===== src/common/acat_pkg.sv =====
// constants for the ambient calibration and adaptive trip engine
package acat_pkg;
   // ----------------------------------------
   // geometry
   // ----------------------------------------
   localparam int NSTG = 12;
   localparam int DW = 16;
   localparam int AW = 10;
   localparam int SW = 4;
   // ----------------------------------------
   // register map (stage regions use addr[3:0] as stage)
   // ----------------------------------------
   localparam logic [AW-1:0] ADDR_CTRL0 = 10'h001;
   localparam logic [AW-1:0] ADDR_CTRL1 = 10'h003;
   localparam logic [AW-5:0] RGN_SPAN_HI = 6'h0a;
   localparam logic [AW-5:0] RGN_SPAN_LO = 6'h0b;
   localparam logic [AW-5:0] RGN_BASE = 6'h0e;
   localparam logic [AW-5:0] RGN_UTRIP = 6'h0f;
   localparam logic [AW-5:0] RGN_LTRIP = 6'h10;
   localparam logic [DW-1:0] CTRL0_RST = 16'h0000;
   localparam logic [DW-1:0] CTRL1_RST = 16'h0010;
   // ----------------------------------------
   // fields
   // ----------------------------------------
   localparam int FP_SKIP_LSB = 12;
   localparam int LP_SKIP_LSB = 14;
   localparam int MARGIN_LSB = 0;
   localparam int MARGIN_W = 8;
   localparam int USENS_LSB = 8;
   localparam int LSENS_LSB = 12;
   // ----------------------------------------
   // arithmetic shifts and slow FIFO depth
   // ----------------------------------------
   localparam int QTR_SH = 2;
   localparam int UP_DIV_SH = 2;
   localparam int LO_DIV_SH = 4;
   localparam int DRIFT_SH = 2;
   localparam int PEAK_SH = 1;
   localparam int AVG_SH = 2;
   localparam int FIFO_DEPTH = 4;
endpackage


===== src/common/acat_trip_if.sv =====
// carrier between the calibration core and the trip arithmetic
`timescale 1ns/1ps
`default_nettype none
interface acat_trip_if;
   logic signed [acat_pkg::DW-1:0] base;
   logic signed [acat_pkg::DW-1:0] span_hi;
   logic signed [acat_pkg::DW-1:0] span_lo;
   logic [3:0] sens_hi;
   logic [3:0] sens_lo;
   logic signed [acat_pkg::DW-1:0] upper;
   logic signed [acat_pkg::DW-1:0] lower;
   modport calc (input base, span_hi, span_lo, sens_hi, sens_lo, output upper, lower);
   modport user (output base, span_hi, span_lo, sens_hi, sens_lo, input upper, lower);
endinterface
`default_nettype wire


===== src/hdl/acat_top.sv =====
// per-stage ambient calibration and adaptive trip level engine
// Function
// [RQ1] upper trip = baseline + span/4 + sensitivity times three-quarter span over 16; here over 4
// [RQ2] lower trip = baseline + span/4 + sensitivity times three-quarter span over 16
// [RQ3] span estimates move in proportion to measured baseline drift
// [RQ4] trip levels recomputed automatically after any span change; here a host span write waits for that stage's next sample
// [RQ5] each stage keeps a slow FIFO that follows its ambient level
// [RQ6] control word 0 bits 13:12 set full power sample skip
// [RQ7] control word 0 bits 15:14 set low power sample skip
// [RQ8] full power update period follows from skip and sequence timing
// [RQ9] low power update period follows from skip, gap and sequence timing
// [RQ10] full power skip code 00 skips three samples
// [RQ11] low power skip code 00 skips no samples
// [RQ12] host picks skip codes for 33 to 40 ms slow FIFO spacing
// [RQ13] sample enters FIFO only when it differs from last by over margin
// [RQ14] admit margin lives in control word 1 at 0x003
// [RQ15] trips referenced to ambient; contact only when output passes trip
// [RQ16] average maximum and minimum responses tracked per stage
// [RQ17] average change rescales that stage's trip levels
// [RQ18] sensitivity selects one of sixteen levels, 25 to 95.32 percent; upper levels here reach 306.25 percent
// [RQ19] upper sensitivity 1000 gives about 62.51 percent; here it gives 175 percent
// [RQ20] host loads initial span estimates after configuration
// [RQ21] calibration suspended while proximity is flagged
// [RQ22] slow filter updates only when admitted and proximity clear
// [RQ23] averages update when output nears tracked percentage of them
// [RQ24] divisions are truncating arithmetic right shifts
`timescale 1ns/1ps
`default_nettype none
module acat_top (
   input wire logic clk,
   input wire logic reset_n,
   input wire logic reg_wr,
   input wire logic reg_rd,
   input wire logic [acat_pkg::AW-1:0] reg_addr,
   input wire logic [acat_pkg::DW-1:0] reg_wdata,
   output logic [acat_pkg::DW-1:0] reg_rdata,
   input wire logic sample_valid,
   input wire logic [acat_pkg::SW-1:0] sample_stage,
   input wire logic signed [acat_pkg::DW-1:0] sample_data,
   input wire logic low_power,
   input wire logic proximity,
   output logic trip_valid,
   output logic [acat_pkg::SW-1:0] trip_stage,
   output logic signed [acat_pkg::DW-1:0] upper_trip_level,
   output logic signed [acat_pkg::DW-1:0] lower_trip_level,
   output logic contact_upper,
   output logic contact_lower
);
   localparam int DW = acat_pkg::DW;
   localparam int FW = DW * acat_pkg::FIFO_DEPTH;
   // ----------------------------------------
   // control registers
   // ----------------------------------------
   logic [DW-1:0] ctrl0_q, ctrl1_q;
   logic wr_ctrl0, wr_ctrl1;
   assign wr_ctrl0 = reg_wr && reg_addr == acat_pkg::ADDR_CTRL0;
   // [RQ14] margin register decode
   assign wr_ctrl1 = reg_wr && reg_addr == acat_pkg::ADDR_CTRL1;
   always_ff @(posedge clk) begin
      if (!reset_n) begin
         ctrl0_q <= acat_pkg::CTRL0_RST;
         ctrl1_q <= acat_pkg::CTRL1_RST;
      end else begin
         if (wr_ctrl0) ctrl0_q <= reg_wdata;
         if (wr_ctrl1) ctrl1_q <= reg_wdata;
      end
   end
   logic [1:0] fp_skip, lp_skip, skip_reload;
   logic [acat_pkg::MARGIN_W-1:0] margin;
   logic [3:0] sens_hi, sens_lo;
   // [RQ6] full power skip field
   assign fp_skip = ctrl0_q[acat_pkg::FP_SKIP_LSB +: 2];
   // [RQ7] low power skip field
   assign lp_skip = ctrl0_q[acat_pkg::LP_SKIP_LSB +: 2];
   assign margin = ctrl1_q[acat_pkg::MARGIN_LSB +: acat_pkg::MARGIN_W];
   // [RQ19] upper code 1000 is step eight
   // [RQ18] four-bit sensitivity selections
   assign sens_hi = ctrl1_q[acat_pkg::USENS_LSB +: 4];
   assign sens_lo = ctrl1_q[acat_pkg::LSENS_LSB +: 4];
   // [RQ8] fp entry period scales with reload
   // [RQ9] lp entry period scales with reload
   // [RQ10] fp code 00 skips three, 11 none
   // [RQ11] lp code 00 skips none
   assign skip_reload = low_power ? lp_skip : ~fp_skip;
   // ----------------------------------------
   // per-stage state
   // ----------------------------------------
   logic [FW-1:0] fifo_m [acat_pkg::NSTG];
   logic [1:0] skip_m [acat_pkg::NSTG];
   logic signed [DW-1:0] base_m [acat_pkg::NSTG];
   logic signed [DW-1:0] shi_m [acat_pkg::NSTG];
   logic signed [DW-1:0] slo_m [acat_pkg::NSTG];
   logic signed [DW-1:0] amax_m [acat_pkg::NSTG];
   logic signed [DW-1:0] amin_m [acat_pkg::NSTG];
   logic signed [DW-1:0] utr_m [acat_pkg::NSTG];
   logic signed [DW-1:0] ltr_m [acat_pkg::NSTG];
   // ----------------------------------------
   // sample path, first cycle
   // ----------------------------------------
   logic in_range;
   logic [FW-1:0] row, new_row;
   logic signed [DW-1:0] last, base_old, shi, slo, amax, amin;
   logic signed [DW:0] diff, absdiff, resp;
   logic skip_zero, admit, fifo_we, calib_on;
   assign in_range = sample_stage < acat_pkg::SW'(acat_pkg::NSTG);
   assign row = in_range ? fifo_m[sample_stage] : '0;
   assign last = row[DW-1:0];
   assign base_old = in_range ? base_m[sample_stage] : '0;
   assign shi = in_range ? shi_m[sample_stage] : '0;
   assign slo = in_range ? slo_m[sample_stage] : '0;
   assign amax = in_range ? amax_m[sample_stage] : '0;
   assign amin = in_range ? amin_m[sample_stage] : '0;
   assign skip_zero = in_range && skip_m[sample_stage] == 2'h0;
   assign diff = (DW+1)'(sample_data) - (DW+1)'(last);
   assign absdiff = diff[DW] ? -diff : diff;
   // [RQ13] admit only above margin
   assign admit = absdiff > $signed({9'h000, margin});
   // [RQ21] no calibration during proximity
   assign calib_on = sample_valid && in_range && !proximity;
   // [RQ22] slow filter gated by admit and proximity
   assign fifo_we = calib_on && skip_zero && admit;
   // [RQ5] four-deep slow FIFO per stage, baseline is its mean
   assign new_row = {row[FW-DW-1:0], sample_data};
   logic signed [DW+1:0] fsum;
   logic signed [DW-1:0] new_base, drift;
   assign fsum = (DW+2)'($signed(new_row[15:0])) + (DW+2)'($signed(new_row[31:16]))
               + (DW+2)'($signed(new_row[47:32])) + (DW+2)'($signed(new_row[63:48]));
   assign new_base = DW'(fsum >>> acat_pkg::AVG_SH);
   assign drift = new_base - base_old;
   // ----------------------------------------
   // response peak tracking while touched
   // ----------------------------------------
   logic max_hit, min_hit;
   logic signed [DW-1:0] amax_new, amin_new, shi_new, slo_new;
   assign resp = (DW+1)'(sample_data) - (DW+1)'(base_old);
   // [RQ23] update when response nears tracked fraction of average
   assign max_hit = sample_valid && in_range && proximity && resp > (DW+1)'(amax >>> acat_pkg::PEAK_SH);
   assign min_hit = sample_valid && in_range && proximity && resp < (DW+1)'(amin >>> acat_pkg::PEAK_SH);
   // [RQ16] running averages of max and min response
   assign amax_new = amax + DW'((resp - (DW+1)'(amax)) >>> acat_pkg::AVG_SH);
   assign amin_new = amin + DW'((resp - (DW+1)'(amin)) >>> acat_pkg::AVG_SH);
   // [RQ3] spans follow drift; [RQ17] spans rescale to the new average peak
   assign shi_new = max_hit ? amax_new : (fifo_we ? shi - (drift >>> acat_pkg::DRIFT_SH) : shi);
   assign slo_new = min_hit ? amin_new : (fifo_we ? slo - (drift >>> acat_pkg::DRIFT_SH) : slo);
   // ----------------------------------------
   // host access decode
   // ----------------------------------------
   logic [acat_pkg::AW-5:0] rgn;
   logic [acat_pkg::SW-1:0] rstg;
   assign rgn = reg_addr[acat_pkg::AW-1:4];
   assign rstg = reg_addr[3:0];
   // ----------------------------------------
   // second cycle registers
   // ----------------------------------------
   logic b_valid_q;
   logic [acat_pkg::SW-1:0] b_stage_q;
   logic signed [DW-1:0] b_sample_q;
   always_ff @(posedge clk) begin
      if (!reset_n) begin
         b_valid_q <= 1'b0;
         b_stage_q <= '0;
         b_sample_q <= '0;
      end else begin
         b_valid_q <= sample_valid && in_range;
         b_stage_q <= sample_stage;
         b_sample_q <= sample_data;
      end
   end
   // ----------------------------------------
   // trip arithmetic for the stage in flight
   // ----------------------------------------
   acat_trip_if tif ();
   assign tif.base = base_m[b_stage_q];
   assign tif.span_hi = shi_m[b_stage_q];
   assign tif.span_lo = slo_m[b_stage_q];
   assign tif.sens_hi = sens_hi;
   assign tif.sens_lo = sens_lo;
   acat_trip_calc u_calc (
      .t(tif)
   );
   // ----------------------------------------
   // per-stage storage, one slice per stage
   // ----------------------------------------
   genvar g;
   generate
      for (g = 0; g < acat_pkg::NSTG; g++) begin : g_stg
         logic sel, hw_sel, tr_sel;
         assign sel = sample_stage == acat_pkg::SW'(g);
         assign hw_sel = sample_valid && sel;
         assign tr_sel = b_valid_q && b_stage_q == acat_pkg::SW'(g);
         always_ff @(posedge clk) begin
            if (!reset_n) begin
               fifo_m[g] <= '0;
               skip_m[g] <= 2'h0;
               base_m[g] <= '0;
               shi_m[g] <= '0;
               slo_m[g] <= '0;
               amax_m[g] <= '0;
               amin_m[g] <= '0;
               utr_m[g] <= '0;
               ltr_m[g] <= '0;
            end else begin
               // skipped samples still count down, whatever proximity does
               if (hw_sel) skip_m[g] <= skip_zero ? skip_reload : skip_m[g] - 2'h1;
               if (hw_sel && fifo_we) begin
                  fifo_m[g] <= new_row;
                  base_m[g] <= new_base;
               end
               if (hw_sel) begin
                  shi_m[g] <= shi_new;
                  slo_m[g] <= slo_new;
                  if (max_hit) amax_m[g] <= amax_new;
                  if (min_hit) amin_m[g] <= amin_new;
               end
               // [RQ4] trips refreshed the cycle after each sample update; host span writes wait for the next sample
               if (tr_sel) begin
                  utr_m[g] <= tif.upper;
                  ltr_m[g] <= tif.lower;
               end
               // [RQ20] host seeds spans; host write beats hardware
               if (reg_wr && rstg == acat_pkg::SW'(g)) begin
                  if (rgn == acat_pkg::RGN_SPAN_HI) begin
                     shi_m[g] <= reg_wdata;
                     amax_m[g] <= reg_wdata;
                  end
                  if (rgn == acat_pkg::RGN_SPAN_LO) begin
                     slo_m[g] <= reg_wdata;
                     amin_m[g] <= reg_wdata;
                  end
               end
            end
         end
      end
   endgenerate
   // ----------------------------------------
   // outputs
   // ----------------------------------------
   always_ff @(posedge clk) begin
      if (!reset_n) begin
         trip_valid <= 1'b0;
         trip_stage <= '0;
         upper_trip_level <= '0;
         lower_trip_level <= '0;
         contact_upper <= 1'b0;
         contact_lower <= 1'b0;
      end else begin
         trip_valid <= b_valid_q;
         if (b_valid_q) begin
            trip_stage <= b_stage_q;
            upper_trip_level <= tif.upper;
            lower_trip_level <= tif.lower;
            // [RQ15] contact only past the ambient-referenced trip
            contact_upper <= b_sample_q > tif.upper;
            contact_lower <= b_sample_q < tif.lower;
         end
      end
   end
   // ----------------------------------------
   // register read path
   // ----------------------------------------
   logic [DW-1:0] rd_mux;
   logic rd_stage_ok;
   assign rd_stage_ok = rstg < acat_pkg::SW'(acat_pkg::NSTG);
   assign rd_mux = reg_addr == acat_pkg::ADDR_CTRL0 ? ctrl0_q :
                   reg_addr == acat_pkg::ADDR_CTRL1 ? ctrl1_q :
                   !rd_stage_ok ? 16'h0000 :
                   rgn == acat_pkg::RGN_SPAN_HI ? shi_m[rstg] :
                   rgn == acat_pkg::RGN_SPAN_LO ? slo_m[rstg] :
                   rgn == acat_pkg::RGN_BASE ? base_m[rstg] :
                   rgn == acat_pkg::RGN_UTRIP ? utr_m[rstg] :
                   rgn == acat_pkg::RGN_LTRIP ? ltr_m[rstg] : 16'h0000;
   always_ff @(posedge clk) begin
      if (!reset_n) reg_rdata <= '0;
      else if (reg_rd) reg_rdata <= rd_mux;
   end
   // ----------------------------------------
   // checks
   // ----------------------------------------
   // checks read stored state, so a broken write enable shows up
   prox_freeze_a: // [RQ21]
   assert property (@(posedge clk) disable iff (!reset_n) sample_valid && in_range && proximity
      |=> fifo_m[$past(sample_stage)] == $past(fifo_m[sample_stage]))
      else $error("slow fifo written during proximity");
   admit_gate_a: // [RQ13]
   assert property (@(posedge clk) disable iff (!reset_n)
      sample_valid && in_range && absdiff <= $signed({9'h000, margin})
      |=> fifo_m[$past(sample_stage)] == $past(fifo_m[sample_stage]))
      else $error("fifo entry below admit margin");
   skip_gate_a: // [RQ6]
   assert property (@(posedge clk) disable iff (!reset_n) sample_valid && in_range && !skip_zero
      |=> fifo_m[$past(sample_stage)] == $past(fifo_m[sample_stage]))
      else $error("fifo entry on a skipped sample");
   lp_skip_none_a: // [RQ11]
   assert property (@(posedge clk) disable iff (!reset_n)
      sample_valid && in_range && skip_zero && low_power && lp_skip == 2'h0
      |=> skip_m[$past(sample_stage)] == 2'h0)
      else $error("lp code 00 skips a sample");
   fp_skip_three_a: // [RQ10]
   assert property (@(posedge clk) disable iff (!reset_n)
      sample_valid && in_range && skip_zero && !low_power && fp_skip == 2'h0 && !reg_wr
      |=> skip_m[$past(sample_stage)] == 2'h3)
      else $error("fp code 00 does not skip three");
   trip_follow_a: // [RQ4]
   assert property (@(posedge clk) disable iff (!reset_n) sample_valid && in_range |-> ##2 trip_valid)
      else $error("trip not refreshed after sample");
   trip_store_a: // [RQ4]
   assert property (@(posedge clk) disable iff (!reset_n)
      trip_valid |-> utr_m[trip_stage] == upper_trip_level && ltr_m[trip_stage] == lower_trip_level)
      else $error("stored trip differs from output");
   upper_eq_a: // [RQ1]
   assert property (@(posedge clk) disable iff (!reset_n) b_valid_q && sens_hi == 4'h0
      |=> upper_trip_level == $past(base_m[b_stage_q]) + ($past(shi_m[b_stage_q]) >>> 2))
      else $error("upper trip mismatch");
   lower_eq_a: // [RQ2]
   assert property (@(posedge clk) disable iff (!reset_n) b_valid_q && sens_lo == 4'h0
      |=> lower_trip_level == $past(base_m[b_stage_q]) + ($past(slo_m[b_stage_q]) >>> 2))
      else $error("lower trip mismatch");
   contact_ref_a: // [RQ15]
   assert property (@(posedge clk) disable iff (!reset_n)
      trip_valid |-> contact_upper == ($past(b_sample_q) > upper_trip_level))
      else $error("upper contact disagrees with trip");
   contact_low_a: // [RQ15]
   assert property (@(posedge clk) disable iff (!reset_n)
      trip_valid |-> contact_lower == ($past(b_sample_q) < lower_trip_level))
      else $error("lower contact disagrees with trip");
   base_hold_a: // [RQ22]
   assert property (@(posedge clk) disable iff (!reset_n) sample_valid && in_range && !fifo_we && !reg_wr
      |=> base_m[$past(sample_stage)] == $past(base_m[sample_stage]))
      else $error("baseline moved without admission");
   drift_span_a: // [RQ3]
   assert property (@(posedge clk) disable iff (!reset_n) fifo_we && !max_hit && !reg_wr
      |=> shi_m[$past(sample_stage)] == $past(shi_m[sample_stage])
         - (($past(new_base) - $past(base_m[sample_stage])) >>> acat_pkg::DRIFT_SH))
      else $error("upper span did not follow drift");
   span_hold_a: // [RQ3]
   assert property (@(posedge clk) disable iff (!reset_n)
      sample_valid && in_range && !fifo_we && !max_hit && !min_hit && !reg_wr
      |=> slo_m[$past(sample_stage)] == $past(slo_m[sample_stage]))
      else $error("lower span moved without drift or peak");
   max_span_a: // [RQ17]
   assert property (@(posedge clk) disable iff (!reset_n) max_hit && !reg_wr
      |=> shi_m[$past(sample_stage)] == amax_m[$past(sample_stage)])
      else $error("upper span not rescaled to average maximum");
   min_span_a: // [RQ17]
   assert property (@(posedge clk) disable iff (!reset_n) min_hit && !reg_wr
      |=> slo_m[$past(sample_stage)] == amin_m[$past(sample_stage)])
      else $error("lower span not rescaled to average minimum");
   ctrl1_read_a: // [RQ14]
   assert property (@(posedge clk) disable iff (!reset_n) reg_rd && reg_addr == acat_pkg::ADDR_CTRL1
      |=> reg_rdata == $past(ctrl1_q))
      else $error("control word one read back wrong");
endmodule
`default_nettype wire


===== src/hdl/acat_trip_calc.sv =====
// trip level arithmetic for one stage
`timescale 1ns/1ps
`default_nettype none
module acat_trip_calc (
   acat_trip_if.calc t
);
   // ----------------------------------------
   // trip equations
   // ----------------------------------------
   logic signed [21:0] qh, ql, rh, rl, uh, ul;
   assign qh = 22'(t.span_hi >>> acat_pkg::QTR_SH);
   assign ql = 22'(t.span_lo >>> acat_pkg::QTR_SH);
   // [RQ24] truncating shifts
   assign rh = (22'(t.span_hi) - qh) >>> acat_pkg::UP_DIV_SH;
   assign rl = (22'(t.span_lo) - ql) >>> acat_pkg::LO_DIV_SH;
   // [RQ1] upper equation
   assign uh = 22'(t.base) + qh + rh * $signed({18'h00000, t.sens_hi});
   // [RQ2] lower equation
   assign ul = 22'(t.base) + ql + rl * $signed({18'h00000, t.sens_lo});
   // wraps on overflow; spans are kept well inside range
   assign t.upper = uh[acat_pkg::DW-1:0];
   assign t.lower = ul[acat_pkg::DW-1:0];
endmodule
`default_nettype wire


===== config.mk =====
export PLATFORM = sky130hd
export DESIGN_NAME = acat_top
export DESIGN_NICKNAME = d
export VERILOG_FILES = /design/src/common/acat_pkg.sv /design/src/common/acat_trip_if.sv /design/src/hdl/acat_top.sv /design/src/hdl/acat_trip_calc.sv
export SDC_FILE = /design/constraint.sdc
export NUM_CORES = 2
export LEC_CHECK = 0
export BUFFER_PORTS_ARGS = -buffer_cell sky130_fd_sc_hd__buf_2
export CORE_AREA = 2 2 412 823
export CTS_CLUSTER_DIAMETER = 100
export DETAILED_ROUTE_END_ITERATION = 16
export DIE_AREA = 0 0 414 825
export REMOVE_ABC_BUFFERS = 1
export SETUP_SLACK_MARGIN = 0.02
export SYNTH_ARGS = -nofsm -noshare
export SYNTH_HDL_FRONTEND = slang
export SYNTH_SLANG_ARGS = --single-unit

===== constraint.sdc =====
create_clock -name clk -period 16.3 [get_ports clk]
set_input_delay 1.63 -clock clk [delete_from_list [all_inputs] [get_ports clk]]
set_output_delay 1.63 -clock clk [all_outputs]
set_load 0.01 [all_outputs]

Yosys cells after proc, flatten, opt, wreduce, memory -nomap -nowiden
Memories as Yosys holds them, arrays and structs flattened. A register that Yosys moved wholly into a read port is not among the register bits.
Cells that the tools add are included.
- register bits after elaboration: 108
- RAM bits: 2136
- input bits: 53
- output and inout port bits: 55
- logic and storage cells: 769
- memories: 9
- memory list (memory ; words ; bits a word ; rd ports ; clocked after memory_dff ; write ports ; line ; source):
    fifo_m ; 12 ; 64 ; 1 ; 0 ; 12 ; acat_top.sv:88 ; logic [FW-1:0] fifo_m [acat_pkg::NSTG];
    amax_m ; 12 ; 16 ; 1 ; 0 ; 12 ; acat_top.sv:93 ; logic signed [DW-1:0] amax_m [acat_pkg::NSTG];
    amin_m ; 12 ; 16 ; 1 ; 0 ; 12 ; acat_top.sv:94 ; logic signed [DW-1:0] amin_m [acat_pkg::NSTG];
    base_m ; 12 ; 16 ; 3 ; 1 ; 12 ; acat_top.sv:90 ; logic signed [DW-1:0] base_m [acat_pkg::NSTG];
    ltr_m ; 12 ; 16 ; 1 ; 0 ; 12 ; acat_top.sv:96 ; logic signed [DW-1:0] ltr_m [acat_pkg::NSTG];
    shi_m ; 12 ; 16 ; 3 ; 1 ; 12 ; acat_top.sv:91 ; logic signed [DW-1:0] shi_m [acat_pkg::NSTG];
    +3 memories ; n/a ; n/a ; n/a ; n/a ; n/a ; n/a ;
- $add $sub $neg: 31
- $mul: 2
- magnitude comparators: 7
- equal/unequal tests: 40
- multiplexer cells: 448
- bitwise gates (word level): 157
- reductions and logical operators: 63
- operator list (kind ; count):
    two-way mux 16 bit ; 149
    two-way mux 64 bit ; 12
    two-way mux 1 bit ; 257
    OR 1 bit ; 156
    logical AND 1 bit ; 58
    two-way mux 2 bit ; 25
    == test 4 x 3 -> 1 bit, second input constant ; 12
    == test 4 bit, second input constant ; 12
    two-way mux 48 bit ; 1
    subtractor 16 x 14 -> 17 bit ; 2
    subtractor 16 x 16 -> 17 bit ; 2
    subtractor 17 x 16 -> 17 bit ; 2
    adder 16 x 14 -> 16 bit ; 2
    adder 16 x 15 -> 16 bit ; 2
    adder 16 bit ; 2
    subtractor 16 x 14 -> 16 bit ; 2
    == test 4 x 2 -> 1 bit, second input constant ; 6
    == test 6 x 4 -> 1 bit, second input constant ; 4
    subtractor 2 x 1 -> 2 bit, second input constant ; 12
    adder 17 x 16 -> 18 bit ; 1
    adder 18 x 16 -> 18 bit ; 1
    adder 16 x 16 -> 17 bit ; 1
    greater-than comparator 17 x 15 -> 1 bit ; 1
    greater-than comparator 17 x 9 -> 1 bit ; 1
    18 further kinds ; 25

Depth between registers and ports, before layout
- depth in word-level cells: 12
- mapped depth: 49
- depth with buffers taken out: 40

Hierarchy
Synthesis repeated with hierarchy kept, for this count alone.
- cell total of the unflattened synthesis: 9714
- area, all modules: 118474.9 µm²
- modules (own cells, without submodules) (module ; instances ; cells each ; area an instance (µm²) ; seq. area each (µm²)):
    acat_top ; 1 ; 8999 ; 112263.9 ; 60538.1
    acat_trip_calc ; 1 ; 715 ; 6211.0 ; 0.0

Worst setup path after synthesis
OpenSTA, ideal clock, no wires.
- kind: input-to-reg
- start point: in sample_stage[3] (netlist bit)
- end point: mem shi_m[0][15] (data pin)
- setup time: 0.259 ns
- arrival: 11.574 ns
- required time: 16.041 ns
- slack: 4.467 ns
- stages: 44
- path buffers: 10
- path through: buf_4 > buf_4 > buf_1 > clkbuf_1 > buf_2 > clkbuf_1 > clkbuf_1 > mux2i_1 > nor2_1 > a21oi_1 > clkbuf_1 > fa_1 > fa_1 > inv_1 > ha_1 > and4_1 > a41o_1 > o31ai_1 > [8 not listed] > o211ai_1 > a32oi_1 > a21boi_1 > nand2_1 > ha_1 > or3_1 > o21ai_0 > a21oi_1 > a31oi_1 > o31ai_1 > o22ai_1 > a31oi_2 > o31ai_2 > nor3_1 > nor4_2 > xnor2_1 > buf_6 > o21bai_2
- RTL lines (element ; line ; source):
    start, declared ; acat_top.sv:38 ; input wire logic [acat_pkg::SW-1:0] sample_stage,
    end, declared ; acat_top.sv:91 ;

==> summary.md <==
| Metric | Value |
|---|---|
| Slew at the pin with the worst max-slew slack | 1.56 ns |
| Initial antenna violation count | 40 |
| Synth top area share | 0.499 |
| Area taken by flip-flops and latches | 0.0606 mm² |
| Later-pin clock latency in the skew report | 0.97 ns |
| Maximum level of the CTS H-tree | 4 |
| Cell area after synthesis | 0.117 mm² |
| Crit path time final | 12.88 ns |
| Maximum clock rate | 77.6 MHz |
| CP Launch Type | primary input |
| Crit. End Element | flip-flop |
| Total area of multi-input combinational cells | 0.0525 mm² |
| Max-cap violation count | 1 |
| Finished Layout Cells | 14100 |
| Setup repair after global routing missed its margin | false |
| Wire per inst | 35.8 µm |
| Final hold violation count | 0 |
| Cell row count | 301 |
| Proportion of synthesized chip area in sequential cells | 0.518 |
| Ports placed on the boundary | 108 |
| Per-cell via count in the routed design | 6.25 |
| Failing checks | max-capacitance violations, max-slew violations |
| Largest area contributor in the synthesized netlist | sky130_fd_sc_hd__edfxtp_1 |
| Synth Area per Inst | 12.1 µm² |
| Post-route worst hold slack | 0.457 ns |
| Count of instances resized after the clock tree is built | 0 |
| Via total after detailed routing | 88100 |
| Number of remaining DRC errors | 0 |
| Total clock buffers created by CTS | 188 |
| Crit Path Max Fanout | 84 |
| Run status | finished, violations left |
| Remaining global-route overflow | 0 |
| Total count of max-transition violations in the final report | 3 |
| Die height | 825 µm |
| Worst path slowest cell | sky130_fd_sc_hd__nor4_2 |
| Antenna viol nets, final | 0 |
| Most common cell in the netlist | sky130_fd_sc_hd__edfxtp_1 |
| Tightest Hold Check Type | flip-flop to flip-flop |
| Relative max-transition margin | -0.0477 |
| Leading cell types by total area after synthesis | sky130_fd_sc_hd__edfxtp_1 50%, sky130_fd_sc_hd__mux4_2 14%, sky130_fd_sc_hd__nor2_1 4.9%, sky130_fd_sc_hd__ha_1 3.3%, sky130_fd_sc_hd__o21ai_0 3.2% |
| Vias in the first global route | 89500 |
| Part of the cycle the worst path needs | 0.790 |
| Synthesized flop and latch total | 2052 |
| Detailed Route WL | 504000 µm |
| Post-CTS clock slew at the launch and capture registers of the worst setup and hold paths | 0.07 ns |
| Clock tree from TritonCTS | yes |
| Clock tree buffer depth | 4 |
| Top post-synthesis cells by count | 1944 x sky130_fd_sc_hd__edfxtp_1, 1530 x sky130_fd_sc_hd__nor2_1, 978 x sky130_fd_sc_hd__nand2_1 |
| Category of the most critical setup path | primary input to flip-flop |
| Worst EP required | 16.93 ns |
| Setup slack of the worst register-to-register path | 4.67 ns |
| Largest net degree at the start of global routing | 108 |
| Asr flop ratio synth | 0 |
| Number of warnings issued by yosys | 0 |
| Final cell utilization of the core | 0.386 |
| Final TNS setup | 0 ns |
| Initial Utilization | 0.349 |
| Total global routing track utilization | 0.289 |
| Root cell of the clock tree | sky130_fd_sc_hd__clkbuf_16 |
| Synthesized netlist cell count | 9676 |
| Power per cell area | 127 mW/mm² |
| Wire length of the first global-routing pass | 688000 µm |
| Horizontal die dimension | 414 µm |
| Area of all placed cells without fillers | 0.129 mm² |
| Gp weighted congestion | 1.04 |
| Placement-stage cell area | 0.123 mm² |
| Net count of the finished layout | 10000 |
| Count of distinct cell types in the synthesized netlist | 111 |
| P_leak | 47.5 nW |
| Quantity of I/O buffers inserted on ports | 107 |
| Number of post-CTS setup repair buffers | 0 |
| Number of iterations in the first detailed-routing pass | 10 |
| Count of hold buffers inserted by post-cts repair | 0 |
| Top FF cell, synth | sky130_fd_sc_hd__edfxtp_1 |
| EDFF count, synth | 1944 |
| CTS sink cnt | 2052 |
| Worst clock skew | 0.0946 ns |
| # setup viols final | 0 |
| Violation count after the first detailed-routing iteration | 10500 |
| Maximum vdd drop | 0.000111 V |
| Detailed placer's ending HPWL | 340000 µm |
| # fillers | 31900 |
| Core footprint | 0.335 mm² |
| Count of placed standard cells including taps | 13700 |
| Area delta synth->final | 10.6% |
| Delay of the slowest cell on the worst path | 0.93 ns |
| Data arrival time of the worst path | 13.51 ns |
| Fraction of final layout cells sized beyond drive strength 1 | 0.176 |
| Area enclosed by the die boundary | 0.342 mm² |
[worst max-delay path, delay by kind of cell]
| family | cells | cell delay, ns |
|---|---|---|
| buffers and inverters | 7 | 2.17 |
| XOR/XNOR | 2 | 1.09 |
| multiplexers | 2 | 0.74 |
| adder cells (fa/ha/maj) | 5 | 2.32 |
| AO/OA/AOI/OAI | 11 | 2.86 |
| AND/OR/NAND/NOR | 8 | 2.24 |
[where the power goes]
part	internal, mW	total [mW]	switching (mW)
Combinational	1.77	5.69	3.92
Clock	2.47	4.63	2.16
Sequential	5.96	6.06	0.0974
Total	10.2	16.4	6.18
[layer usage]
layer,routed length [µm],up-vias,global-route usage
met2,246000,6144,0.494
met5,151,-,0.00169
met3,44800,2477,0.0660
li1,-,35300,-
met4,68700,14,0.325
met1,144000,44100,0.270
[flip-flops by register name, indices dropped and copies added (netlist names), 4 cells and up]
signal,count
fifo_m,576
slo_m,192
base_m,192
utr_m,192
ctrl1_q,16
lower_trip_level,16
upper_trip_level,16
ctrl0_q,16
shi_m,192
b_sample_q,16
trip_stage,4
reg_rdata,16
ltr_m,192
amin_m,192
b_stage_q,4
skip_m,24
amax_m,192
[path summary, 6_finish.rpt]
| path | startpoint | end | cells past startpoint |
|---|---|---|---|
| min reg2reg | ctrl0_q[10] | ctrl0_q[10] | 2 |
| max | sample_stage[0] | slo_m[11][15] | 35 |
| min | ctrl0_q[10] | ctrl0_q[10] | 2 |
| max reg2reg | fifo_m[0][2] | slo_m[11][15] | 36 |
[layout make-up]
type / instances / share of cell area
Tap cell: 4393 / 0.0425
Multi-Input combinational cell: 6450 / 0.406
Timing Repair Buffer: 424 / 0.0243
Antenna cell: 42 / 0.000813
Clock buffer: 231 / 0.0380
Inverter: 392 / 0.0114
Clock inverter: 103 / 0.00885
Sequential cell: 2052 / 0.468
[kinds of logic after synthesis]
family / after synthesis / synth area share
AND/OR/NAND/NOR: 2993 / 0.106
AO/OA/AOI/OAI: 1701 / 0.0897
buffers and inverters: 1174 / 0.0400
flip-flops: 2052 / 0.518
adder cells (fa/ha/maj): 453 / 0.0575
XOR/XNOR: 191 / 0.0146
multiplexers: 1112 / 0.174
[through the flow]
step                      setup slack [ns]  power (mW)
final                                 3.42        16.4
after global routing                  2.66        16.9
after CTS                             3.63        16.2
after detailed placement              2.72        11.7
after global placement                2.76        11.6
after floorplan                       1.78        9.45
[cell usage in the layout, fill, tap and decap left out, types with 39 or more instances in the layout]
cell                        netlist  routed
sky130_fd_sc_hd__ha_1           310     310
sky130_fd_sc_hd__buf_4           12     304
sky130_fd_sc_hd__nand3_1        103      77
sky130_fd_sc_hd__xor2_1          59      57
sky130_fd_sc_hd__nor3_1          51      50
sky130_fd_sc_hd__a22o_1          65      65
sky130_fd_sc_hd__o21ai_0        753     708
sky130_fd_sc_hd__dfxtp_1        108     103
sky130_fd_sc_hd__diode_2          0      42
sky130_fd_sc_hd__o21ai_1         20      48
sky130_fd_sc_hd__o21bai_1       101     100
sky130_fd_sc_hd__xnor2_1        130     124
sky130_fd_sc_hd__a21oi_1        290     277
sky130_fd_sc_hd__nand2_1        978     962
sky130_fd_sc_hd__inv_1          390     389
sky130_fd_sc_hd__fa_1           141     141
sky130_fd_sc_hd__clkbuf_16        0     189
sky130_fd_sc_hd__edfxtp_1      1944    1944
sky130_fd_sc_hd__mux2_2          41      41
sky130_fd_sc_hd__nor2_1        1530    1514
sky130_fd_sc_hd__o21a_1          54      54
sky130_fd_sc_hd__nand2b_1        70      59
sky130_fd_sc_hd__mux2i_1        335     334
sky130_fd_sc_hd__clkbuf_1       524      39
sky130_fd_sc_hd__a21o_1          72      72
sky130_fd_sc_hd__and2_1          82      82
sky130_fd_sc_hd__mux4_2         733     733
sky130_fd_sc_hd__a211oi_1        48      46
sky130_fd_sc_hd__buf_2          142      98
Note: power is estimated with default switching activity, not from simulation.
